## config.mk

```make
export PLATFORM = sky130hd
export DESIGN_NAME = pmc_regs
export DESIGN_NICKNAME = d
export VERILOG_FILES = /design/src/pmc_pkg.sv /design/src/pmc_regs.sv
export VERILOG_INCLUDE_DIRS = /design/src /design/src/src
export SDC_FILE = /design/constraint.sdc
export NUM_CORES = 1
export LEC_CHECK = 0
export BUFFER_PORTS_ARGS = -buffer_cell sky130_fd_sc_hd__clkbuf_2
export CAP_MARGIN = 5
export CORE_MARGIN = 4
export CORE_UTILIZATION = 45
export DETAILED_ROUTE_END_ITERATION = 12
export PLACE_DENSITY_LB_ADDON = 0.1
export SLEW_MARGIN = 5
export SYNTH_ARGS = -nofsm -noshare
export SYNTH_HDL_FRONTEND = slang
export SYNTH_SLANG_ARGS = --single-unit
```

## constraint.sdc

```tcl
create_clock -name clk_i -period 3.95 [get_ports clk_i]
set_clock_uncertainty 0.2 [all_clocks]
set_input_delay 0.395 -clock clk_i [delete_from_list [all_inputs] [get_ports clk_i]]
set_output_delay 0.395 -clock clk_i [all_outputs]
set_load 0.05 [all_outputs]
```

## src/pmc_consts.svh

```systemverilog
// Register offsets, field positions, reset values and timing figures of the port mode block.
`ifndef PMC_CONSTS_SVH
`define PMC_CONSTS_SVH

// ==========================================================================
// Logical device numbers and register indices
// ==========================================================================
`define PMC_LDN_PARALLEL     8'h03
`define PMC_LDN_SERIAL1      8'h04
`define PMC_LDN_SERIAL2      8'h05
`define PMC_IDX_F0           8'hf0
`define PMC_IDX_F1           8'hf1
`define PMC_IDX_F2           8'hf2

// ==========================================================================
// Reset values
// ==========================================================================
`define PMC_PP_MODE_RST      8'h3c
`define PMC_PP_MUX_RST       2'h0
`define PMC_SER_MODE_RST     8'h00
`define PMC_IR_OPT_RST       7'h02
`define PMC_IR_TMO_RST       8'h03

// ==========================================================================
// Field positions
// ==========================================================================
`define PMC_PP_MODE_LSB      0
`define PMC_PP_MODE_MSB      2
`define PMC_PP_THR_LSB       3
`define PMC_PP_THR_MSB       6
`define PMC_PP_ITYPE_BIT     7
`define PMC_SER_MIDI_BIT     0
`define PMC_SER_HS_BIT       1
`define PMC_SER_SHARE_BIT    7
`define PMC_IR_RXPOL_BIT     0
`define PMC_IR_TXPOL_BIT     1
`define PMC_IR_HDX_BIT       2
`define PMC_IR_MODE_LSB      3
`define PMC_IR_MODE_MSB      5
`define PMC_IR_LOC_BIT       6

// ==========================================================================
// Timing
// ==========================================================================
`define PMC_CLK_PERIOD_NS    4
`define PMC_HDX_STEP_NS      100000
`define PMC_IRQ_PULSE_NS     100

`endif

```

## src/pmc_pkg.sv

```systemverilog
// Types shared by the port mode configuration block.
`default_nettype none
package pmc_pkg;

  // ==========================================================================
  // Encodings
  // ==========================================================================
  typedef enum logic [2:0] {
    PMC_PP_SPP      = 3'h0,
    PMC_PP_EPP19    = 3'h1,
    PMC_PP_ECP      = 3'h2,
    PMC_PP_ECP_E19  = 3'h3,
    PMC_PP_PRINTER  = 3'h4,
    PMC_PP_EPP17    = 3'h5,
    PMC_PP_RSVD     = 3'h6,
    PMC_PP_ECP_E17  = 3'h7
  } pmc_pp_mode_t;

  typedef enum logic [2:0] {
    PMC_ECR_PRINTER = 3'h0,
    PMC_ECR_SPP     = 3'h1,
    PMC_ECR_FIFO    = 3'h2,
    PMC_ECR_ECP     = 3'h3,
    PMC_ECR_EPP     = 3'h4,
    PMC_ECR_RSVD    = 3'h5,
    PMC_ECR_TEST    = 3'h6,
    PMC_ECR_CONFIG  = 3'h7
  } pmc_ecr_mode_t;

  typedef enum logic [2:0] {
    PMC_IR_STANDARD = 3'h0,
    PMC_IR_IRDA     = 3'h1,
    PMC_IR_ASK      = 3'h2
  } pmc_ir_mode_t;

  typedef enum logic {
    PMC_PULSE_IDLE  = 1'b0,
    PMC_PULSE_LOW   = 1'b1
  } pmc_pulse_state_t;

endpackage : pmc_pkg
`default_nettype wire

```

## src/pmc_regs.sv

```systemverilog
// Vendor configuration registers and mode logic for the parallel and serial ports.
`include "pmc_consts.svh"
`default_nettype none

// Behaviour
// RULE1: Parallel mode field decodes seven port modes.
// RULE2: Bits six to three hold FIFO threshold.
// RULE3: Interrupt type ignored in printer, standard modes.
// RULE4: Type one pulses interrupt low, then releases.
// RULE5: Type zero follows acknowledge in EPP-like modes.
// RULE6: Type zero gives level interrupt in FIFO modes.
// RULE7: Multiplex code 00 keeps pins purely parallel.
// RULE8: Code 01 puts drive 1 on parallel pins.
// RULE9: Code 10 puts drives 0, 1 there.
// RULE10: Software writes zero to reserved multiplex bits.
// RULE11: Serial bit zero enables MIDI, reset off.
// RULE12: Serial bit one enables high speed.
// RULE13: First serial bit seven selects interrupt sharing.
// RULE14: Software assigns one line before enabling sharing.
// RULE15: Shared mode asserts both lines on either.
// RULE16: Infrared bits zero, one set polarities.
// RULE17: Infrared bit two selects half duplex.
// RULE18: Infrared bits five to three select mode.
// RULE19: Infrared bit six selects alternate pins.
// RULE20: Timeout register counts 100 us steps, resets three.
// RULE21: Half duplex blanks opposite direction plus timeout.
// RULE22: Software writes zero to reserved serial bits.
// RULE23: Registers reset only on hard reset.
// RULE24: Indices decode within selected logical device.
module pmc_regs #(
  parameter int unsigned HDX_STEP_CYCLES =
    (`PMC_HDX_STEP_NS + `PMC_CLK_PERIOD_NS - 1) / `PMC_CLK_PERIOD_NS
) (
  input  wire logic               clk_i,
  input  wire logic               reset_i,
  input  wire logic               soft_reset_i,
  input  wire logic               ce_i,
  input  wire logic [7:0]         ldn_i,
  input  wire logic [7:0]         reg_addr_i,
  input  wire logic [7:0]         reg_wdata_i,
  input  wire logic               reg_wr_i,
  input  wire logic               reg_rd_i,
  output logic      [7:0]         reg_rdata_o,
  output pmc_pkg::pmc_pp_mode_t   pp_mode_o,
  output logic                    epp_enable_o,
  output logic                    epp_v17_o,
  output logic                    ecp_enable_o,
  output logic      [3:0]         ecp_fifo_threshold_o,
  input  wire pmc_pkg::pmc_ecr_mode_t ecr_mode_i,
  input  wire logic               printer_acknowledge_input_n_i,
  input  wire logic               ecp_irq_level_i,
  input  wire logic               pp_irq_enable_i,
  output logic                    pp_irq_o,
  output logic                    pp_irq_oe_o,
  output logic      [1:0]         parallel_floppy_mux_field_o,
  output logic                    one_drive_on_parallel_pins_o,
  output logic                    two_drives_on_parallel_pins_o,
  output logic      [3:0]         drive_on_parallel_o,
  output logic                    serial1_midi_o,
  output logic                    serial1_high_speed_o,
  output logic                    serial2_midi_o,
  output logic                    serial2_high_speed_o,
  input  wire logic               serial1_irq_i,
  input  wire logic               serial2_irq_i,
  output logic                    serial1_irq_o,
  output logic                    serial2_irq_o,
  output logic                    ir_rx_active_low_o,
  output logic                    ir_tx_active_low_o,
  output logic                    ir_half_duplex_o,
  output pmc_pkg::pmc_ir_mode_t   ir_mode_o,
  output logic                    ir_alternate_pins_o,
  input  wire logic               ir_tx_data_i,
  output logic                    ir_rx_data_o,
  input  wire logic               serial2_receive_pin_i,
  input  wire logic               alternate_infrared_receive_pin_i,
  output logic                    serial2_transmit_pin_o,
  output logic                    alternate_infrared_transmit_pin_o
);
  import pmc_pkg::*;

  localparam int unsigned PULSE_CYCLES =
    (`PMC_IRQ_PULSE_NS + `PMC_CLK_PERIOD_NS - 1) / `PMC_CLK_PERIOD_NS;

  // ==========================================================================
  // Register decode
  // ==========================================================================
  function automatic logic reg_hit(input logic [7:0] ldn, input logic [7:0] idx,
                                   input logic [7:0] want_ldn, input logic [7:0] want_idx);
    reg_hit = (ldn == want_ldn) && (idx == want_idx);
  endfunction : reg_hit

  wire logic hit_pp_mode = reg_hit(ldn_i, reg_addr_i, `PMC_LDN_PARALLEL, `PMC_IDX_F0); // [RULE24]
  wire logic hit_pp_mux  = reg_hit(ldn_i, reg_addr_i, `PMC_LDN_PARALLEL, `PMC_IDX_F1); // [RULE24]
  wire logic hit_s1_mode = reg_hit(ldn_i, reg_addr_i, `PMC_LDN_SERIAL1, `PMC_IDX_F0);  // [RULE24]
  wire logic hit_s2_mode = reg_hit(ldn_i, reg_addr_i, `PMC_LDN_SERIAL2, `PMC_IDX_F0);  // [RULE24]
  wire logic hit_ir_opt  = reg_hit(ldn_i, reg_addr_i, `PMC_LDN_SERIAL2, `PMC_IDX_F1);  // [RULE24]
  wire logic hit_ir_tmo  = reg_hit(ldn_i, reg_addr_i, `PMC_LDN_SERIAL2, `PMC_IDX_F2);  // [RULE24]
  wire logic wr_en       = ce_i && reg_wr_i;

  // ==========================================================================
  // Registers
  // ==========================================================================
  logic [7:0] pp_mode_r;
  logic [1:0] pp_mux_r;
  logic [1:0] s1_mode_r;
  logic       s1_share_r;
  logic [1:0] s2_mode_r;
  logic [6:0] ir_opt_r;
  logic [7:0] ir_tmo_r;
  logic [7:0] rdata_nxt;

  // The soft reset input is deliberately not used by any register here.
  wire logic soft_reset_unused = soft_reset_i; // [RULE23]

  always_ff @(posedge clk_i) begin
    if (reset_i) begin // [RULE23]
      pp_mode_r  <= `PMC_PP_MODE_RST; // [RULE1] [RULE2]
      pp_mux_r   <= `PMC_PP_MUX_RST; // [RULE7]
      s1_mode_r  <= 2'h0; // [RULE11] [RULE12]
      s1_share_r <= 1'b0;
      s2_mode_r  <= 2'h0; // [RULE11] [RULE12]
      ir_opt_r   <= `PMC_IR_OPT_RST; // [RULE16] [RULE17] [RULE18] [RULE19]
      ir_tmo_r   <= `PMC_IR_TMO_RST; // [RULE20]
    end else if (wr_en) begin
      if (hit_pp_mode) begin
        pp_mode_r <= reg_wdata_i;
      end
      if (hit_pp_mux) begin
        pp_mux_r <= reg_wdata_i[1:0]; // [RULE10]
      end
      if (hit_s1_mode) begin
        s1_mode_r  <= reg_wdata_i[`PMC_SER_HS_BIT:`PMC_SER_MIDI_BIT]; // [RULE22]
        s1_share_r <= reg_wdata_i[`PMC_SER_SHARE_BIT]; // [RULE13]
      end
      if (hit_s2_mode) begin
        s2_mode_r <= reg_wdata_i[`PMC_SER_HS_BIT:`PMC_SER_MIDI_BIT]; // [RULE22]
      end
      if (hit_ir_opt) begin
        ir_opt_r <= reg_wdata_i[6:0];
      end
      if (hit_ir_tmo) begin
        ir_tmo_r <= reg_wdata_i; // [RULE20]
      end
    end
  end

  // Read data stand only in the cycle after the read strobe; misses read zero.
  assign rdata_nxt = !reg_rd_i   ? 8'h00 :
                     hit_pp_mode ? pp_mode_r :
                     hit_pp_mux  ? {6'h00, pp_mux_r} :
                     hit_s1_mode ? {s1_share_r, 5'h00, s1_mode_r} :
                     hit_s2_mode ? {6'h00, s2_mode_r} :
                     hit_ir_opt  ? {1'b0, ir_opt_r} :
                     hit_ir_tmo  ? ir_tmo_r : 8'h00;

  always_ff @(posedge clk_i) begin
    if (reset_i) begin
      reg_rdata_o <= 8'h00;
    end else if (ce_i) begin
      reg_rdata_o <= rdata_nxt;
    end
  end

  // ==========================================================================
  // Parallel port mode and floppy multiplexing
  // ==========================================================================
  wire pmc_pp_mode_t pp_mode = pmc_pp_mode_t'(pp_mode_r[`PMC_PP_MODE_MSB:`PMC_PP_MODE_LSB]);
  assign pp_mode_o            = pp_mode; // [RULE1]
  assign epp_enable_o         = (pp_mode == PMC_PP_EPP19) || (pp_mode == PMC_PP_EPP17) ||
                                (pp_mode == PMC_PP_ECP_E19) || (pp_mode == PMC_PP_ECP_E17); // [RULE1]
  assign epp_v17_o            = (pp_mode == PMC_PP_EPP17) || (pp_mode == PMC_PP_ECP_E17); // [RULE1]
  assign ecp_enable_o         = (pp_mode == PMC_PP_ECP) || (pp_mode == PMC_PP_ECP_E19) ||
                                (pp_mode == PMC_PP_ECP_E17); // [RULE1]
  assign ecp_fifo_threshold_o = pp_mode_r[`PMC_PP_THR_MSB:`PMC_PP_THR_LSB]; // [RULE2]

  assign parallel_floppy_mux_field_o   = pp_mux_r;
  assign one_drive_on_parallel_pins_o  = (pp_mux_r == 2'h1); // [RULE8]
  assign two_drives_on_parallel_pins_o = (pp_mux_r == 2'h2); // [RULE9]
  // Code 11 is treated as the plain parallel port, like code 00.
  assign drive_on_parallel_o = {2'h0, one_drive_on_parallel_pins_o | two_drives_on_parallel_pins_o,
                                two_drives_on_parallel_pins_o}; // [RULE7] [RULE8] [RULE9]

  // ==========================================================================
  // Parallel port interrupt
  // ==========================================================================
  wire logic basic_mode  = (pp_mode == PMC_PP_PRINTER) || (pp_mode == PMC_PP_SPP);
  wire logic pulse_type  = pp_mode_r[`PMC_PP_ITYPE_BIT] && !basic_mode; // [RULE3]
  wire logic ecr_fifo    = (ecr_mode_i == PMC_ECR_FIFO) || (ecr_mode_i == PMC_ECR_ECP) ||
                           (ecr_mode_i == PMC_ECR_TEST);
  wire logic level_src   = ecp_enable_o && ecr_fifo; // [RULE6]
  wire logic irq_src     = level_src ? ecp_irq_level_i : printer_acknowledge_input_n_i; // [RULE5]
  logic             irq_src_q;
  logic [7:0]       pulse_cnt_r;
  pmc_pulse_state_t pulse_st_r;

  always_ff @(posedge clk_i) begin
    if (reset_i) begin
      irq_src_q   <= 1'b0;
      pulse_st_r  <= PMC_PULSE_IDLE;
      pulse_cnt_r <= 8'h00;
    end else if (ce_i) begin
      irq_src_q <= irq_src;
      unique case (pulse_st_r)
        PMC_PULSE_IDLE: begin
          if (pulse_type && irq_src && !irq_src_q) begin // [RULE4]
            pulse_st_r  <= PMC_PULSE_LOW;
            pulse_cnt_r <= 8'(PULSE_CYCLES - 1);
          end
        end
        PMC_PULSE_LOW: begin
          if (pulse_cnt_r == 8'h00) begin
            pulse_st_r <= PMC_PULSE_IDLE;
          end else begin
            pulse_cnt_r <= pulse_cnt_r - 8'h01;
          end
        end
      endcase
    end
  end

  assign pp_irq_o    = pulse_type ? 1'b0 : irq_src; // [RULE4] [RULE5] [RULE6]
  assign pp_irq_oe_o = pp_irq_enable_i &&
                       (pulse_type ? (pulse_st_r == PMC_PULSE_LOW) : 1'b1); // [RULE4]

  // ==========================================================================
  // Serial port modes and interrupt sharing
  // ==========================================================================
  assign serial1_midi_o       = s1_mode_r[`PMC_SER_MIDI_BIT]; // [RULE11]
  assign serial1_high_speed_o = s1_mode_r[`PMC_SER_HS_BIT]; // [RULE12]
  assign serial2_midi_o       = s2_mode_r[`PMC_SER_MIDI_BIT]; // [RULE11]
  assign serial2_high_speed_o = s2_mode_r[`PMC_SER_HS_BIT]; // [RULE12]
  wire logic any_serial_irq   = serial1_irq_i || serial2_irq_i;
  assign serial1_irq_o = s1_share_r ? any_serial_irq : serial1_irq_i; // [RULE13] [RULE15]
  assign serial2_irq_o = s1_share_r ? any_serial_irq : serial2_irq_i; // [RULE13] [RULE15]

  // ==========================================================================
  // Infrared options and half-duplex blanking
  // ==========================================================================
  assign ir_rx_active_low_o  = ir_opt_r[`PMC_IR_RXPOL_BIT]; // [RULE16]
  assign ir_tx_active_low_o  = ir_opt_r[`PMC_IR_TXPOL_BIT]; // [RULE16]
  assign ir_half_duplex_o    = ir_opt_r[`PMC_IR_HDX_BIT]; // [RULE17]
  assign ir_mode_o           = pmc_ir_mode_t'(ir_opt_r[`PMC_IR_MODE_MSB:`PMC_IR_MODE_LSB]); // [RULE18]
  assign ir_alternate_pins_o = ir_opt_r[`PMC_IR_LOC_BIT]; // [RULE19]

  wire logic ir_on     = (ir_mode_o == PMC_IR_IRDA) || (ir_mode_o == PMC_IR_ASK); // [RULE18]
  wire logic rx_pin    = ir_alternate_pins_o ? alternate_infrared_receive_pin_i
                                             : serial2_receive_pin_i; // [RULE19]
  // An active pulse on the line is a space bit toward the UART.
  wire logic rx_pulse  = ir_on && (rx_pin ^ ir_rx_active_low_o); // [RULE16]
  wire logic tx_pulse  = ir_on && !ir_tx_data_i;
  wire logic [1:0] act = {rx_pulse, tx_pulse};
  logic      [1:0] hold;

  // Index 0 extends transmit activity, index 1 extends receive activity.
  for (genvar d = 0; d < 2; d++) begin : g_hold
    logic [7:0]  steps_r;
    logic [15:0] presc_r;
    always_ff @(posedge clk_i) begin
      if (reset_i) begin
        steps_r <= 8'h00;
        presc_r <= 16'h0000;
      end else if (ce_i) begin
        if (act[d]) begin
          steps_r <= ir_tmo_r; // [RULE21]
          presc_r <= 16'h0000;
        end else if (steps_r != 8'h00) begin
          if (presc_r == 16'(HDX_STEP_CYCLES - 1)) begin // [RULE20]
            presc_r <= 16'h0000;
            steps_r <= steps_r - 8'h01;
          end else begin
            presc_r <= presc_r + 16'h0001;
          end
        end
      end
    end
    assign hold[d] = act[d] || (steps_r != 8'h00); // [RULE21]
  end

  wire logic blank_rx = ir_half_duplex_o && hold[0]; // [RULE21]
  wire logic blank_tx = ir_half_duplex_o && hold[1]; // [RULE21]
  wire logic rx_data  = ir_on ? !(rx_pulse && !blank_rx) : rx_pin;
  wire logic tx_act   = tx_pulse && !blank_tx;
  wire logic tx_line  = ir_on ? (tx_act ^ ir_tx_active_low_o) : ir_tx_data_i; // [RULE16]
  wire logic tx_idle  = ir_on ? ir_tx_active_low_o : 1'b1;

  always_ff @(posedge clk_i) begin
    if (reset_i) begin
      ir_rx_data_o                      <= 1'b1;
      serial2_transmit_pin_o            <= 1'b1;
      alternate_infrared_transmit_pin_o <= 1'b1;
    end else if (ce_i) begin
      ir_rx_data_o                      <= rx_data;
      serial2_transmit_pin_o            <= ir_alternate_pins_o ? tx_idle : tx_line; // [RULE19]
      alternate_infrared_transmit_pin_o <= ir_alternate_pins_o ? tx_line : tx_idle; // [RULE19]
    end
  end

endmodule : pmc_regs
`default_nettype wire

```

==> metrics.txt, run 1 <==
status=completed; Post-CTS Setup Inserts=0; RSZ-0062 raised after global routing=false; ys flop type=dfxtp_1; FFs w/ async S/R, synth=0; worst-margin pin slew=1.03 ns; final setup vio count=0; Detail Placement HPWL=10.6 mm; Post-DRT Antenna Nets=0; Final Max Tran Viols=0; synthesized area per cell=8.39 sq um; drt drc=0; DR vias/cell=5.77; maximum resistive drop on vdd=0.000278 V; total die area=14200 sq um; crit share post-route=0.704; Pleak=2.50 nW; total number of vias=5157; H-tree levels=3; WL final=14.7 mm; type of the tightest min-delay check=input pin to register; filler cell count in the final layout=1163; critical path endpoint category=register; number of synthesized flops with an enable pin=0; Final Hold Viols=0; Layout Nets=a little under 800; sequential fraction of the synthesis area=0.357; CTS Sinks=99; maximum number of pins on one net before global-route repair=30; Worst slew margin=0.314; synth-to-layout area growth=13.5%; GRT Overall Usage=0.210; setup tns final=0 ns; fmax=360 MHz; Core Area=12100 sq um; DRT iter0 DRCs=310; CTS tree=yes; final RePlAce weighted congestion=between 0.9 and 1; hold buffers post-CTS=0; power per cell area=311 nW/um^2; clock latency on the worst-skew pair=0.35 ns; row count=40; root buffer cell=clkbuf_16; Num CTS Buffers=9; max-cap viol count=0; Gate Count Post-Synth=roughly 660; Netlist cell types=73; Critical Path AT=2.86 ns; setup ws final=1.17 ns; flip-flop and latch count after synthesis=99; die width=around 120 um; clock buffer depth=2; IO Port Bufs=81; Chip Height=119 um; initial antenna violation count=0; I/O Pins=85; layout cells sized above 1=0.178; Fin Hold WS=0.117 ns; area of the mapped netlist=5560 sq um; DR WL/cell=16.4 um; CTS resizes=0; global-route wire length before repair=around 25 mm; Worst-path clk slew=0.07 ns; 1st-pass router iterations=5; ANT cells=0; flop2flop setup slack=1.17 ns; crit path kind=register to register; Critical Path RT=4.03 ns; minimum clock period after layout=2.78 ns; CP max FO=14; gr ovfl total=0; CP startpoint kind=register; worst slack at placement=between 1 and 1.5 ns; most common cell after layout, fill and taps aside=dfxtp_1; initial core utilization=0.461; vias in the first global route=around 4900; most frequent cells in the layout=dfxtp_1, clkbuf_2, nand2_1; YS warnings=0
[final cells by class]
cell class                 count  area, sq um  area share
sequential                    99         1980       0.314
clock buffer                   9          225      0.0357
tap                          168          210      0.0333
multi-input combinational    499         3280       0.520
inverter                      23         86.3      0.0137
clock inverter                 7         58.8     0.00933
timing repair buffer          89          465      0.0738
[worst paths after layout]
kind / to / from / depth (start not counted)
worst min register to register: reg_rdata_o[3]$_SDFFE_PP0P_ / reg_rdata_o[3]$_SDFFE_PP0P_ / 2
worst min-delay path: pp_mode_r[4]$_SDFFE_PP1P_ / reg_wdata_i[4] / 3
worst max-delay path: g_hold[0].presc_r[15]$_SDFFE_PP0P_ / g_hold[0].steps_r[3]$_SDFFE_PP0P_ / 5
worst max register to register: g_hold[0].presc_r[15]$_SDFFE_PP0P_ / g_hold[0].steps_r[3]$_SDFFE_PP0P_ / 5
[metal layers]
metal  global-route usage  vias up  routed length (um)
met5                    0        -                   0
met4               0.0688        0                 191
met3               0.0442       15                 774
met2                0.334      133                6730
met1                0.284     2448                7010
li1                     -     2561                   -
[Yosys cell counts, types with 4 or more instances]
library cell / number / area share
a21boi_0: 4 / 0.0054
a21o_1: 5 / 0.0068
a21oi_1: 46 / 0.041
a22o_1: 5 / 0.0079
a22oi_1: 9 / 0.012
a31oi_1: 9 / 0.010
and2_1: 5 / 0.0056
and3_1: 6 / 0.0068
and4_1: 6 / 0.0095
buf_2: 6 / 0.0054
buf_4: 11 / 0.015
clkbuf_1: 21 / 0.014
dfxtp_1: 99 / 0.36
ha_1: 10 / 0.023
inv_1: 22 / 0.015
mux2i_1: 39 / 0.070
nand2_1: 60 / 0.041
nand2b_1: 7 / 0.0079
nand3_1: 27 / 0.024
nand3b_1: 7 / 0.0095
nand4_1: 10 / 0.011
nor2_1: 58 / 0.039
nor2b_1: 8 / 0.0090
nor3_1: 12 / 0.011
nor3b_1: 5 / 0.0068
nor4_1: 8 / 0.0090
nor4b_1: 4 / 0.0063
o2111ai_1: 5 / 0.0079
o21ai_0: 24 / 0.022
o21ai_1: 4 / 0.0036
o31ai_1: 11 / 0.015
o32ai_1: 7 / 0.011
or3_1: 9 / 0.010
or4_1: 14 / 0.019
xnor2_1: 7 / 0.011
xor2_1: 11 / 0.017
[logic make-up (layout without fill, tap and decap cells)]
kind of cell             after synthesis  in the layout  synth area share
other                                  1              2          0.000675
AO/OA/AOI/OAI                        157            157             0.185
multiplexers                          39             39            0.0703
AND/OR/NAND/NOR                      272            272             0.279
buffers and inverters                 65            128            0.0541
adder cells (fa/ha/maj)               10             10            0.0225
flip-flops                            99             99             0.357
XOR/XNOR                              19             19            0.0313
[power breakdown]
group / switching (W) / internal (W)
sequential: 0.00000329 / 0.00100
clock: 0.000404 / 0.000436
combinational: 0.0000812 / 0.0000343
[sequential cells by signal (all words and copies together) (netlist names)]
name                               cells
g_hold.presc_r                        32
g_hold.steps_r                        16
ir_tmo_r                               8
pp_mode_r                              8
pulse_cnt_r                            8
reg_rdata_o                            8
ir_opt_r                               7
parallel_floppy_mux_field_o            2
s1_mode_r                              2
s2_mode_r                              2
alternate_infrared_transmit_pin_o      1
ir_rx_data_o                           1
irq_src_q                              1
pulse_st_r                             1
s1_share_r                             1
serial2_transmit_pin_o                 1
[through the flow]
step                      std cells  total power [W]   util  area [sq um]
after floorplan                 663          0.00110      -          5560
after global placement          878          0.00114  0.499          6020
after detailed placement        878          0.00114  0.499          6020
after CTS                       894          0.00199  0.523          6300
after global routing            894          0.00204  0.523          6300
final                           894          0.00196  0.523          6300
[worst max-delay path, stage by stage (launching register included)]
cell	delay, ns
dfxtp_1	0.35
or4_4	0.58
or4b_4	0.63
o21ai_2	0.46
o21ai_2	0.29
a21oi_1	0.19
Power figures use the tool's default switching activity.
==> run 2: changes to the inputs <==
clock period = 2.27 ns   (was 3.95 ns; I/O delays follow)
==> run 2 against run 1 <==
Effect of this change:
- maximum frequency rose by 20%
- register-to-register slack got worse by 1.2 ns
- hold slack got worse by 0.10 ns
- largest power group unchanged
- wire length rose by 9.2%
- the flow now finishes with violations (setup timing)
- highest routed layer unchanged
- combinational power rose by 100%
- global-route usage rose by 0.99 points
- largest cell class unchanged
- critical path depth rose by 1
- power rose by 77%
- clock power rose by 77%
- worst setup slack got worse by 1.2 ns
==> metrics.txt, run 2 (synthesized netlist as in run 1, its figures left out) <==
1st-pass router iterations=5; IO Port Bufs=81; synth-to-layout area growth=30.3%; WL final=16.1 mm; initial core utilization=0.461; RSZ-0062 raised after global routing=true; CTS tree=yes; clock buffer depth=2; failing checks=setup timing; final RePlAce weighted congestion=0.894; total die area=14200 sq um; Met3 Routed Length=762 um; Critical Path RT=between 2 and 2.5 ns; Finished Layout Cells=between 900 and 1000; critical path endpoint category=register; Placed Cells=957; Num CTS Buffers=9; Seq pwr share=0.503; crit path kind=register to register; Crit Reg-Reg Endpoint=g_hold[0].steps_r[5]$_SDFFE_PP0P_; H-tree levels=3; hold endpoint=s2_mode_r[0]$_SDFFE_PP0P_; clock latency on the worst-skew pair=0.35 ns; Layout Nets=865; switching share of power=0.250; DR top layer=met4; Regs by FF count=g_hold.presc_r (32), g_hold.steps_r (16); Final Max Tran Viols=0; status=complete, but fails checks; Detail Placement HPWL=roughly 12 mm; fmax=432 MHz; CP startpoint kind=register; DR WL/cell=around 16 um; Pleak=3.00 nW; root buffer cell=clkbuf_16; Int Power=0.00260 W; min-delay src=reg_wdata_i[0]; row count=40; maximum resistive drop on vdd=between 0.0003 and 0.0004 V; vias in the first global route=5225; GRT Overall Usage=0.220; gr ovfl total=0; worst-margin pin slew=0.478 ns; die width=around 120 um; Core Area=12100 sq um; hold path cells=3; flop2flop setup slack=-0.05 ns; total number of vias=5600; Post-DRT Antenna Nets=0; Overall Power=0.00347 W; minimum clock period after layout=about 2.3 ns; Clk pwr share=0.430; CTS Sinks=99; crit share post-route=1.02; ANT cells=0; drt drc=0; most frequent cells in the layout=dfxtp_1, buf_4, clkbuf_2; power per cell area=roughly 480 nW/um^2; Worst-path clk slew=0.07 ns; DRT iter0 DRCs=351; I/O Pins=85; routed wl met2=7.71 mm; max-cap viol count=0; layout cells sized above 1=0.297; type of the tightest min-delay check=input pin to register; setup ws final=-0.0470 ns; Final Hold Viols=0; max FFs per register=32; Gate power share=0.067; initial antenna violation count=0; Worst slew margin=0.673; r2r startpoint=g_hold[0].steps_r[3]$_SDFFE_PP0P_; filler cell count in the final layout=approximately 1100; maximum number of pins on one net before global-route repair=52; most common cell after layout, fill and taps aside=dfxtp_1; Reg with most FFs=g_hold.presc_r; CP max FO=8; final setup vio count=14; Critical Path AT=2.35 ns; CP peak stage delay=0.56 ns; slowest CP cell=or4b_4; crit path from=g_hold[0].steps_r[3]$_SDFFE_PP0P_; cells on worst reg2reg path=6; met1 wire length=7.33 mm; DR vias/cell=between 5 and 6; global-route wire length before repair=between 20 and 30 mm; CP Cell Sequence=or4_4, or4b_4, o21ai_4, buf_6, or3_4, o22ai_2; Chip Height=119 um; sw power=slightly below 0.0009 W
-- run 2: cell count changes in the layout (fill, tap and decap cells not counted), sizes merged --
cell / previous run / this run
buf: 8 / 94
clkbuf: 90 / 91
clkinv: 3 / 2
dlygate4sd3: 0 / 6
o21ai: 30 / 31
-- run 2: stage by stage --
| stage | TNS [ns] | hold slack, ns | worst slack [ns] | util | instance area (sq um) |
|---|---|---|---|---|---|
| 3_3_place_gp | -3.30 | 0.239 | -0.113 | 0.552 | 6660 |
| 6_report | -0.336 | 0.0133 | -0.0470 | 0.600 | 7240 |
| 4_1_cts | -0.237 | 0.00711 | -0.0524 | 0.587 | 7080 |
| 5_1_grt | -2.22 | 0.0187 | -0.136 | 0.600 | 7240 |
| 3_5_place_dp | -5.52 | 0.244 | -0.174 | 0.552 | 6660 |
| 2_1_floorplan | -0.170 | 0.152 | -0.0300 | - | 5580 |
-- run 2: area by class of cell --
class	count	area, sq um	share of cell area
Multi-Input combinational cell	500	3450	0.477
Sequential cell	99	1990	0.275
Timing Repair Buffer	181	1210	0.168
Clock buffer	10	239	0.0330
Tap cell	168	210	0.0290
Inverter	23	86.3	0.0119
Clock inverter	6	46.3	0.00639
-- run 2: how the worst max path moves through the flow --
stage / endpoint / slack (ns) / depth (start not counted)
after floorplan: parallel_floppy_mux_field_o[0]$_SDFFE_PP0P_ / -0.03 / 6
after global placement: pp_mode_r[2]$_SDFFE_PP1P_ / -0.11 / 8
after detailed placement: reg_rdata_o[6]$_SDFFE_PP0P_ / -0.17 / 8
after CTS: g_hold[0].presc_r[9]$_SDFFE_PP0P_ / -0.05 / 6
after global routing: g_hold[0].presc_r[9]$_SDFFE_PP0P_ / -0.14 / 6
final: g_hold[0].steps_r[5]$_SDFFE_PP0P_ / -0.05 / 6
-- run 2: power groups by stage --
| stage | combinational (W) | clock [W] | sequential (W) |
|---|---|---|---|
| 2_1_floorplan | 0.000114 | 0 | 0.00179 |
| 3_3_place_gp | 0.000214 | 0 | 0.00179 |
| 3_5_place_dp | 0.000218 | 0 | 0.00179 |
| 4_1_cts | 0.000229 | 0.00152 | 0.00175 |
| 5_1_grt | 0.000252 | 0.00159 | 0.00174 |
| 6_report | 0.000234 | 0.00149 | 0.00174 |
-- run 2: timing repair --
action,4_1_cts,5_1_grt
hold buffers,6,0
hold endpoints to repair,18,0
gates resized for setup,17,25
setup endpoints to repair,38,35
setup buffers,1,5
cloned,0,2
pin swaps,7,13
-- run 2: metal layers --
metal  vias to the layer above  GRT usage
li1                       2747          -
met1                      2687      0.289
met2                       145      0.368
met3                        21     0.0423
met4                         0     0.0630
met5                         -          0
-- run 2: worst max-delay path: cells and delay by family (launching register included) --
family                 cells  cell delay [ns]
flip-flops                 1             0.32
AO/OA/AOI/OAI              2             0.24
AND/OR/NAND/NOR            3             1.26
buffers and inverters      1             0.16
==> run 3: changes to the inputs <==
CORE_UTILIZATION = 52   (was 45)
==> run 3 against run 2 <==
Effect of this change:
- the flow still finishes with violations (setup timing)
- sequential share of layout area increased by 1.4 points
- critical path depth stayed put
- wire length is 0.85% lower
- die area shrank 13%
- non-clock buffer count down 18
- count of clock-buffer cells in the layout is 3 higher
- via count shrank 0.38%
- final cell count shrank 5.1%
- register-to-register slack is essentially flat
- maximum frequency fell by 0.62%
- worst setup slack got worse by 0.014 ns
- largest cell class unchanged
- sequential power barely moved
- largest power group unchanged
==> metrics.txt, run 3 (synthesized netlist as in run 1, its figures left out) <==
status=complete, but fails checks; failing checks=setup timing; Core Area=10400 sq um; hold path cells=3; 1st-pass router iterations=5; Regs by FF count=g_hold.presc_r (32), g_hold.steps_r (16); I/O Pins=85; critical path's top delay family=simple AND/OR/NAND/NOR gates; root buffer cell=clkbuf_8; CP Cell Sequence=or4_4, or4b_4, o21ai_4, buf_12, or3_4, o22ai_1; CP max FO=14; max-cap viol count=0; Num CTS Buffers=9; clock buffer depth=2; maximum resistive drop on vdd=0.000408 V; total number of vias=5579; Pleak=approximately 2.9 nW; row count=37; IO Port Bufs=81; maximum number of pins on one net before global-route repair=27; cells on worst reg2reg path=6; most frequent cells in the layout=dfxtp_1, clkbuf_2, buf_4; RSZ-0062 raised after global routing=true; DR vias/cell=5.95; WL final=15.9 mm; Critical Path AT=about 2.4 ns; setup ws final=-0.0613 ns; drt drc=0; initial core utilization=0.536; CTS Sinks=99; ANT cells=0; Post-DRT Antenna Nets=0; CP peak stage delay=0.57 ns; layout cells sized above 1=0.272; final setup vio count=13; CTS tree=yes; Post-Route Utilization=0.665; slowest CP cell=or4b_4; Final Hold Viols=0; CP Depth=6; initial antenna violation count=0; Layout Nets=847; type of the tightest min-delay check=input pin to register; fmax=about 430 MHz; total die area=12400 sq um; critical path endpoint category=register; WP buf/inv=1; Worst-path clk slew=roughly 0.09 ns; gr ovfl total=0; DR WL/cell=17.0 um; power per cell area=roughly 450 nW/um^2; Final Max Tran Viols=0; die width=roughly 110 um; most common cell after layout, fill and taps aside=dfxtp_1; final RePlAce weighted congestion=0.906; minimum clock period after layout=2.33 ns; worst-margin pin slew=0.672 ns; worst slack at placement=-0.214 ns; CP startpoint kind=register; crit share post-route=1.03; GRT Overall Usage=0.258; global-route wire length before repair=26.8 mm; DRT iter0 DRCs=473; synth-to-layout area growth=24.1%; Detail Placement HPWL=11.6 mm; vias in the first global route=approximately 5400; crit path kind=register to register; Reg with most FFs=g_hold.presc_r; clock latency on the worst-skew pair=roughly 0.38 ns; H-tree levels=3; max FFs per register=32; Chip Height=111 um; Worst slew margin=0.549; Critical Path RT=2.34 ns
run 3: worst paths after layout:
check	startpoint	end	slack [ns]
worst max-delay path	g_hold[0].steps_r[6]$_SDFFE_PP0P_	g_hold[0].steps_r[5]$_SDFFE_PP0P_	-0.06
worst min-delay path	reg_rd_i	reg_rdata_o[7]$_SDFFE_PP0P_	0.05
worst min register to register	reg_rdata_o[3]$_SDFFE_PP0P_	reg_rdata_o[3]$_SDFFE_PP0P_	0.27
worst max register to register	g_hold[0].steps_r[6]$_SDFFE_PP0P_	g_hold[0].steps_r[5]$_SDFFE_PP0P_	-0.06
run 3: what timing repair did:
| action | CTS | global route |
|---|---|---|
| cloned | 1 | 0 |
| setup buffers | 3 | 0 |
| pin swaps | 7 | 13 |
| endpoints found under the hold margin | 26 | 0 |
| endpoints found under the setup margin | 22 | 35 |
| hold buffers | 8 | 0 |
| gates resized for setup | 11 | 19 |
run 3: layout make-up:
type | count | area (sq um)
clock buffer | 13 | 169
clock inverter | 3 | 21.3
fill | 872 | 3480
inverter | 23 | 86.3
multi-input combinational | 500 | 3390
sequential | 99 | 1990
tap | 136 | 170
timing repair buffer | 163 | 1060
run 3: worst min-delay path, delay by kind of cell:
kind            cells  cell delay, ns
compound gates      2            0.24
buf+inv             1            0.11
run 3: power breakdown:
group / internal (W) / switching (W) / total, W
logic: 0.0000812 / 0.000153 / 0.000234
registers: 0.00174 / 0.00000584 / 0.00175
clock network: 0.000489 / 0.000612 / 0.00110
total: 0.00231 / 0.000771 / 0.00308
run 3: stage by stage:
stage | std cells | setup TNS [ns] | hold slack (ns) | total power, W | cell area (sq um)
2_1_floorplan | 663 | -0.170 | 0.152 | 0.00191 | 5580
3_3_place_gp | 909 | -3.26 | 0.240 | 0.00200 | 6490
3_5_place_dp | 909 | -4.52 | 0.247 | 0.00200 | 6490
4_1_cts | 937 | -0.0724 | 0.00758 | 0.00310 | 6820
5_1_grt | 937 | -1.69 | 0.0706 | 0.00319 | 6890
6_report | 937 | -0.360 | 0.0452 | 0.00308 | 6890
run 3: per-layer routing:
metal	track usage	routed length (um)
met2	0.431	7730
met4	0.0641	240
met5	0	0
met3	0.0685	985
met1	0.334	6960
